==> src/core/sar_pkg.sv <==
// constants shared by the serial converter readout frame
`default_nettype none

package sar_pkg;
    // ------------------------------------------------------------
    // frame geometry
    // ------------------------------------------------------------
    localparam int SAR_RES_BITS = 10;
    localparam int SAR_LEAD_ZEROS = 3;
    localparam int SAR_FRAME_EDGES = 16;
    localparam int SAR_TRACK_RISE = 13;
    localparam logic [4:0] SAR_CNT_RESET = 5'h00;
    // ------------------------------------------------------------
    // host timing, kept for reference by the bench
    // ------------------------------------------------------------
    localparam int SAR_CLK_PERIOD_NS = 4;
    localparam int SAR_ACQ_NS = 350;
    localparam int SAR_QUIET_NS = 50;
    localparam int SAR_ACQ_CYCLES = (SAR_ACQ_NS + SAR_CLK_PERIOD_NS - 1) / SAR_CLK_PERIOD_NS;
    localparam int SAR_QUIET_CYCLES = (SAR_QUIET_NS + SAR_CLK_PERIOD_NS - 1) / SAR_CLK_PERIOD_NS;
endpackage : sar_pkg

`default_nettype wire

==> src/core/sar_readout.sv <==
// serial result framer of a clock-paced successive-approximation converter
`default_nettype none

module sar_readout #(
    parameter int RES_BITS = sar_pkg::SAR_RES_BITS
) (
    input wire logic i_sys_clk,
    input wire logic i_reset,
    input wire logic i_select_n,
    input wire logic i_serial_clk,
    input wire logic [RES_BITS-1:0] i_analog_code,
    output logic o_serial_result_out,
    output logic o_serial_result_oe_n,
    output logic o_holding,
    output logic o_acquisition_interval,
    output logic [RES_BITS-1:0] o_result
);
    import sar_pkg::*;

    // ------------------------------------------------------------
    // pin synchronisers
    // ------------------------------------------------------------
    logic sel_n;
    logic sck;
    logic sel_n_d_reg;
    logic sck_d_reg;

    // select idles high, clock idles low; matching reset levels avoid a false edge
    sar_sync3 u_sync_sel (
        .i_sys_clk(i_sys_clk),
        .i_reset(i_reset),
        .i_async(i_select_n),
        .i_reset_val(1'b1),
        .o_level(sel_n)
    );
    sar_sync3 u_sync_sck (
        .i_sys_clk(i_sys_clk),
        .i_reset(i_reset),
        .i_async(i_serial_clk),
        .i_reset_val(1'b0),
        .o_level(sck)
    );

    always_ff @(posedge i_sys_clk or posedge i_reset) begin
        if (i_reset) begin
            sel_n_d_reg <= 1'b1;
            sck_d_reg <= 1'b0;
        end else begin
            sel_n_d_reg <= sel_n;
            sck_d_reg <= sck;
        end
    end

    logic sel_fall;
    logic sel_rise;
    logic sck_fall;
    logic sck_rise;
    assign sel_fall = sel_n_d_reg & ~sel_n;
    assign sel_rise = ~sel_n_d_reg & sel_n;
    // clock edges only count while select is low
    assign sck_fall = ~sel_n & sck_d_reg & ~sck;
    assign sck_rise = ~sel_n & ~sck_d_reg & sck;

    // ------------------------------------------------------------
    // frame state
    // ------------------------------------------------------------
    logic active_reg;
    logic [4:0] fall_cnt_reg;
    logic [4:0] rise_cnt_reg;
    logic [RES_BITS-1:0] sample_reg;
    logic [RES_BITS-1:0] sar_reg;
    logic holding_reg;
    logic out_reg;
    logic oe_n_reg;

    // edge counters restart at each select fall
    always_ff @(posedge i_sys_clk or posedge i_reset) begin
        if (i_reset) begin
            fall_cnt_reg <= SAR_CNT_RESET;
            rise_cnt_reg <= SAR_CNT_RESET;
        end else if (sel_fall) begin
            fall_cnt_reg <= SAR_CNT_RESET;
            rise_cnt_reg <= SAR_CNT_RESET;
        end else begin
            if (sck_fall && fall_cnt_reg != 5'h1f) begin
                fall_cnt_reg <= fall_cnt_reg + 5'h01;
            end
            if (sck_rise && rise_cnt_reg != 5'h1f) begin
                rise_cnt_reg <= rise_cnt_reg + 5'h01;
            end
        end
    end

    // track/hold: hold at select fall, track at 13th rising edge
    always_ff @(posedge i_sys_clk or posedge i_reset) begin
        if (i_reset) begin
            holding_reg <= 1'b0;
            sample_reg <= '0;
        end else if (sel_fall) begin
            holding_reg <= 1'b1;
            sample_reg <= i_analog_code;
        end else if (sck_rise && rise_cnt_reg == 5'(SAR_TRACK_RISE - 1)) begin
            holding_reg <= 1'b0;
        end
    end

    // successive approximation, one decision per falling edge of the data field
    logic [4:0] bit_pos;
    assign bit_pos = fall_cnt_reg - 5'(SAR_LEAD_ZEROS);
    always_ff @(posedge i_sys_clk or posedge i_reset) begin
        if (i_reset) begin
            sar_reg <= '0;
        end else if (sel_fall) begin
            sar_reg <= '0;
        end else if (sck_fall && fall_cnt_reg >= 5'(SAR_LEAD_ZEROS)
                     && fall_cnt_reg < 5'(SAR_LEAD_ZEROS + RES_BITS)) begin
            sar_reg[RES_BITS-1-bit_pos] <= sample_reg[RES_BITS-1-bit_pos];
        end
    end

    // output shift: bit n of frame driven at falling edge n
    always_ff @(posedge i_sys_clk or posedge i_reset) begin
        if (i_reset) begin
            out_reg <= 1'b0;
        end else if (sel_fall) begin
            out_reg <= 1'b0;
        end else if (sck_fall) begin
            if (fall_cnt_reg >= 5'(SAR_LEAD_ZEROS - 1)
                && fall_cnt_reg < 5'(SAR_LEAD_ZEROS + RES_BITS - 1)) begin
                out_reg <= sample_reg[RES_BITS-1-(fall_cnt_reg - 5'(SAR_LEAD_ZEROS - 1))];
            end else begin
                out_reg <= 1'b0;
            end
        end
    end

    // output enable and frame activity
    always_ff @(posedge i_sys_clk or posedge i_reset) begin
        if (i_reset) begin
            oe_n_reg <= 1'b1;
            active_reg <= 1'b0;
        end else if (sel_fall) begin
            oe_n_reg <= 1'b0;
            active_reg <= 1'b1;
        end else if (sel_rise) begin
            oe_n_reg <= 1'b1;
            active_reg <= 1'b0;
        end else if (sck_fall && fall_cnt_reg == 5'(SAR_FRAME_EDGES - 1)) begin
            oe_n_reg <= 1'b1;
            active_reg <= 1'b0;
        end
    end

    // completed result latched at the 14th falling edge, two edges before the frame closes
    always_ff @(posedge i_sys_clk or posedge i_reset) begin
        if (i_reset) begin
            o_result <= '0;
        end else if (active_reg && sck_fall && fall_cnt_reg == 5'(SAR_LEAD_ZEROS + RES_BITS)) begin
            o_result <= sar_reg;
        end
    end

    assign o_serial_result_out = out_reg;
    assign o_serial_result_oe_n = oe_n_reg;
    assign o_holding = holding_reg;
    assign o_acquisition_interval = ~holding_reg;
endmodule : sar_readout

`default_nettype wire

==> src/core/sar_sync3.sv <==
// three-stage input synchroniser with agreement filter
`default_nettype none

module sar_sync3 (
    input wire logic i_sys_clk,
    input wire logic i_reset,
    input wire logic i_async,
    input wire logic i_reset_val,
    output logic o_level
);
    logic s1_reg;
    logic s2_reg;
    logic s3_reg;

    // s1 feeds only s2; a change counts once s2 and s3 agree
    always_ff @(posedge i_sys_clk or posedge i_reset) begin
        if (i_reset) begin
            s1_reg <= 1'b1;
            s2_reg <= 1'b1;
            s3_reg <= 1'b1;
        end else begin
            // stored relative to the idle level, so the reset branch stays constant
            s1_reg <= i_async ~^ i_reset_val;
            s2_reg <= s1_reg;
            s3_reg <= s2_reg;
        end
    end

    logic level_reg;
    always_ff @(posedge i_sys_clk or posedge i_reset) begin
        if (i_reset) begin
            level_reg <= 1'b1;
        end else if (s2_reg == s3_reg) begin
            level_reg <= s3_reg;
        end
    end

    // i_reset_val is the pin's idle level, seen until the first agreement
    assign o_level = level_reg ~^ i_reset_val;
endmodule : sar_sync3

`default_nettype wire

==> config.mk <==
export PLATFORM = sky130hd
export DESIGN_NAME = sar_readout
export DESIGN_NICKNAME = d
export VERILOG_FILES = /design/src/core/sar_pkg.sv /design/src/core/sar_readout.sv /design/src/core/sar_sync3.sv
export SDC_FILE = /design/constraint.sdc
export NUM_CORES = 1
export LEC_CHECK = 0
export BUFFER_PORTS_ARGS = -buffer_cell sky130_fd_sc_hd__buf_2
export CORE_MARGIN = 5
export CORE_UTILIZATION = 53
export CTS_CLUSTER_DIAMETER = 30
export DETAILED_ROUTE_END_ITERATION = 8
export PLACE_DENSITY = 0.76
export REMOVE_ABC_BUFFERS = 1
export SYNTH_ARGS = -nofsm -noshare
export SYNTH_HDL_FRONTEND = slang
export SYNTH_SLANG_ARGS = --single-unit
==> constraint.sdc <==
create_clock -name i_sys_clk -period 2.6 [get_ports i_sys_clk]
set_input_delay 0.13 -clock i_sys_clk [delete_from_list [all_inputs] [get_ports i_sys_clk]]
set_output_delay 0.13 -clock i_sys_clk [all_outputs]
set_load 0.005 [all_outputs]
Word level (Yosys, flattened, before mapping)
Index checks and enable logic that the tools add are counted.
{ "op_classes": {"n_addsub": 6, "n_mul": 0, "div": 0, "order_cmp": 7, "eq_ne": 7, "shifts": 0, "mux": 24, "bitwise": 12, "n_reduce_logical": 16} }
{ "ops": {"columns": ["cell", "n"], "rows": [
  ["$lt A32 B5 Y1 const B", 2],
  ["$ge A32 B1 Y1 const B", 1],
  ["$mux W10", 2],
  ["$mux W5", 4],
  ["$eq A5 B4 Y1 const B", 3],
  ["$mux W1", 14],
  ["$add A5 B1 Y5 const B", 2],
  ["$bwmux W10", 1],
  ["$ge A5 B2 Y1 const B", 2],
  ["$logic_and A1 B1 Y1", 10],
  ["$lt A5 B4 Y1 const B", 2],
  ["$ne A5 B5 Y1 const B", 2],
  ["$reduce_bool A2 Y1", 5],
  ["$bmux W1 S4", 2],
  ["$sub A5 B6 Y7 const A", 1],
  ["$and A1 B1 Y1", 6],
  ["$not A1 Y1", 6],
  ["$sub A4 B5 Y6 const A", 1],
  ["$sub A5 B2 Y6 const B", 1],
  ["$sub A5 B2 Y5 const B", 1],
  ["$demux W1 S4", 1],
  ["$reduce_bool A3 Y1", 1],
  ["$eq A1 B1 Y1", 2]
]} }
{ "totals": {"regBits": 54, "latchBits": 0, "ram_bits": 0, "romBits": 0, "input_bits": 14, "mem_count": 0} }

Logic depth before layout (Yosys ltp)
{ "logic_depth": {"word_depth": 9, "depth_mapped": 11, "ltp_nobuf": 9} }

Cells and area by module
A second synthesis with hierarchy kept.
{ "hier_totals": {"hier_cells": 247, "hier_area_um2": 2882.8} }
{ "modules_own_cells": {"columns": ["module", "n_inst", "cells_per_inst", "area_each_um2", "seq_area_each_um2"], "rows": [
  ["sar_readout", 1, 231, 2607.5, 1153.6],
  ["sar_sync3", 2, 8, 137.6, 105.1]
]} }

Least setup slack after synthesis
OpenSTA, ideal clock, no wires.
{ "synth_timing": {"path_kind": "reg2reg", "from": "reg fall_cnt_reg[0]", "to": "reg sar_reg[6]", "setup_time_ns": 0.136, "arrival_ns": 2.637, "t_required_ns": 2.464, "path_slack_ns": -0.173, "path_stages_with_launch": 12, "n_path_buf": 2, "cell_sequence": "dfrtp_1 > buf_4 > inv_1 > ha_1 > buf_2 > inv_1 > ha_1 > xor2_2 > xnor2_4 > mux2i_2 > or4_1 > nor3b_2"} }
{ "synth_via": {"elab_chain_cells": 9} }
{ "synth_lines": {"columns": ["element", "line", "source"], "rows": [
  ["start, declared", "sar_readout.sv:68", "logic [4:0] fall_cnt_reg;"],
  ["start signal, assigned", "sar_readout.sv:86", "fall_cnt_reg <= fall_cnt_reg + 5'h01;"],
  ["$sub A5 B2 Y5", "sar_readout.sv:109", "assign bit_pos = fall_cnt_reg - 5'(SAR_LEAD_ZEROS);"],
  ["$sub A4 B5 Y6", "sar_readout.sv:117", "sar_reg[RES_BITS-1-bit_pos] <= sample_reg[RES_BITS-1-bit_pos];"],
  ["$ge A32 B1 Y1 (implied by the code) or $lt A32 B5 Y1 (tied branches)", "sar_readout.sv:117", null],
  ["$logic_and A1 B1 Y1 (implied by the code)", "sar_readout.sv:117", null],
  ["$mux W1 (implied by the code)", "sar_readout.sv:117", null],
  ["$demux W1 S4", "sar_readout.sv:117", null],
  ["$bwmux W10", "sar_readout.sv:117", null],
  ["$mux W10", "sar_readout.sv:115", "end else if (sck_fall && fall_cnt_reg >= 5'(SAR_LEAD_ZEROS)"],
  ["$mux W10", "sar_readout.sv:113", "end else if (sel_fall) begin"],
  ["end signal, assigned by index", "sar_readout.sv:117", null],
  ["end, declared", "sar_readout.sv:71", "logic [RES_BITS-1:0] sar_reg;"]
]} }
Several ways; a longest one is shown, not always the timed one. The select of a mux whose other input is x is not followed.
A chain may end at the register's enable or synchronous reset.

Worst setup path after layout
Ends and elaborated chain as after synthesis.

==> results.cfg <==
[yosys]
async_flop_share_pct = 100
ys_ff_latch = 54
yosysTopAreaCell = dfrtp_1
ys_dominant_reg_cell = dfrtp_1
yosysWarningCount = 0
synth_top_area_share_pct = 39.0
synth-xor-area-share_pct = 3.72
synth.mux.area_fraction_pct = 14.8
synth_top_family_by_area = multiplexers
synthAdderAreaFrac_pct = 7.79
synth_compound_area_share_pct = 8.72
synth-edff-count = 0
syn-mean-instance-area_sq_um = 11.6
synth_cell_type_count = 51
synthSimpleGateAreaFrac_pct = 12.9
synth.cell_area_sq_um = 2830
synthCells = 244
yosysSeqAreaShare_pct = 48.3
synth_area_leaders = dfrtp_1 39%, dfstp_2 9.3%, mux2_2 8.8%, ha_1 7.1%, mux2i_1 3.2%

[clock_tree]
ctsRootBufferMaster = clkbuf_8
clockBufferDepth = 2
cts-resized-gates = 0
cts_tree = done
cts_max_level = 2
cts_buffers = 5
clk_pin_slew_ns = 0.09
clock-sinks = 54
clock_latency_ns = 0.30

[critical_path]
path_delay_family = simple AND/OR/NAND/NOR gates
timing.critical_path.from = fall_cnt_reg[0]
crit_path_top_delay_cell = or4_1
end_kind = register
criticalPathCategory = register to register
cp.required_ns = 2.79
reg2reg_from = fall_cnt_reg[0]
path_cells = ha_1, nand2b_1, nand2_1, ha_1, nand2b_1, o221ai_1, o31ai_1, or4_1, nor3b_2
worstPathMaxFanout = 5
crit_buf_inv = 0
cp.arrival_ns = 2.60
startpoint_type = register
critPathMaxStageDelay_ns = 0.48

[sta]
tightest_slew_ns = 1.01
drv_slew = 0
setup_viol_count_final = 0
relSlewSlack_pct = 32.9
finalHoldViolCount = 0
fmax_ghz = 0.416
clock_skew_ns = 0.00649
period_share_pct = 92.4
min_period_ns = 2.40
grt_setup_unrepaired = false

[floorplan]
num_io_pins = 28
fp.dieW_microns = 83.0
fp-row-count = 26
core_sq_um = 5140
die_area_sq_um = 6890
die_h_microns = 83.0
start_util_pct = 55.0

[layout]
post-route-util_pct = 62.3
mostFrequentLayoutCell = dfrtp_1
syn2layout_area_growth_pct = 13.3
final_cell_mix = 44 x dfrtp_1, 27 x buf_2, 22 x mux2_2, 17 x nor3_1, 16 x ha_1
drive_above_1_share_pct = 31.1
n_antenna_cell = 0
fin_nets = 312
final_area_sq_um = 3200

[outcome]
run_status = complete, no violations

[grt]
grt_first_pass_wirelength_microns = 9150
grt_pass1_vias = 1990
grt_max_degree = 50
antenna_found_initial = 0
grtUsageTotal_pct = 15.8
globalRouteOverflowTotal = 0

[route]
drc = 0
vias_per_cell = 5.63
wl_per_cell_microns = 14.5
finalWirelength_microns = 5120
num_vias = 1988
drt_pass1_iterations = 5
postRouteAntennaNets = 0
first_iter_violations = 101

[run]
cap_violations = 0

[placed_design]
numPortBuffers = 27
finalWeightedCongestion = 0.878
dp_hpwl_microns = 3900
dpl-instance-area_sq_um = 3090

[power]
vdd_drop_max_v = 0.000366
pwr_density_cell_nw_per_um2 = 657
p_leak_uw = 0.00148

[hold_path]
hold_class = input pin to async pin
[cell type report]
type / instances / area [sq um]
well taps: 70 / 87.6
clock buffers: 6 / 82.6
multi-input cells: 165 / 1360
clock inverters: 2 / 12.5
fillers: 448 / 1940
repair buffers: 41 / 245
inverters: 15 / 56.3
flip-flops and latches: 54 / 1360
[routing by layer]
layer	GRT usage (%)	part of all wire (%)	vias up
li1	-	-	963
met1	20.8	47	975
met2	25.6	48	44
met3	3.66	4.2	6
met4	5.65	1.2	0
met5	0	0	-
[synthesized netlist by cell type (all sizes together) (6+ instances only)]
cell / count
nor2: 12
inv: 15
a31oi: 6
dfstp: 10
nand2: 6
ha: 16
nor3: 18
mux2: 22
mux2i: 10
a21oi: 11
dfrtp: 44
[where the power goes]
| part | internal, uW | total [uW] | switching, uW |
|---|---|---|---|
| registers | 928 | 998 | 70.3 |
| clock network | 214 | 473 | 258 |
| logic | 305 | 633 | 328 |
| total | 1450 | 2100 | 657 |
[path summary, 6_finish.rpt]
kind / endpoint / slack [ns] / depth (start not counted)
min in group i_sys_clk: sample_reg[8] / 0.06 / 2
max reg2reg: sar_reg[6] / 0.20 / 9
max in group asynchronous: u_sync_sck.level_reg / 1.82 / 3
max: sar_reg[6] / 0.20 / 9
min reg2reg: u_sync_sel.s2_reg / 0.36 / 0
min: o_result[3] / 0.05 / 2
[logic make-up (layout without fill, tap and decap cells)]
group                      Yosys count  count (layout)
xor gates and xnor gates             9               9
DFF                                 54              54
and+or+nand+nor                     66              66
AOI/OAI and AO/OA                   37              37
buffers and inverters               25              64
adders and majority gates           18              18
muxes                               35              35
[through the flow]
stage | power, uW | instances | setup slack, ns | hold slack, ns | setup TNS [ns]
finish | 2100 | 353 | 0.197 | 0.0461 | 0
global route | 2240 | 353 | 0.0203 | 0.0384 | 0
floorplan | 1460 | 234 | -0.276 | 0.134 | -0.658
detailed placement | 1650 | 343 | 0.203 | 0.237 | 0
CTS | 2130 | 353 | 0.195 | 0.0474 | 0
global placement | 1620 | 343 | 0.250 | 0.235 | 0
[what timing repair did]
action                                 CTS  global route
buffers inserted                         0             0
endpoints found under the hold margin    2             0
hold buffers                             2             0
(Power assumes the default switching activity.)
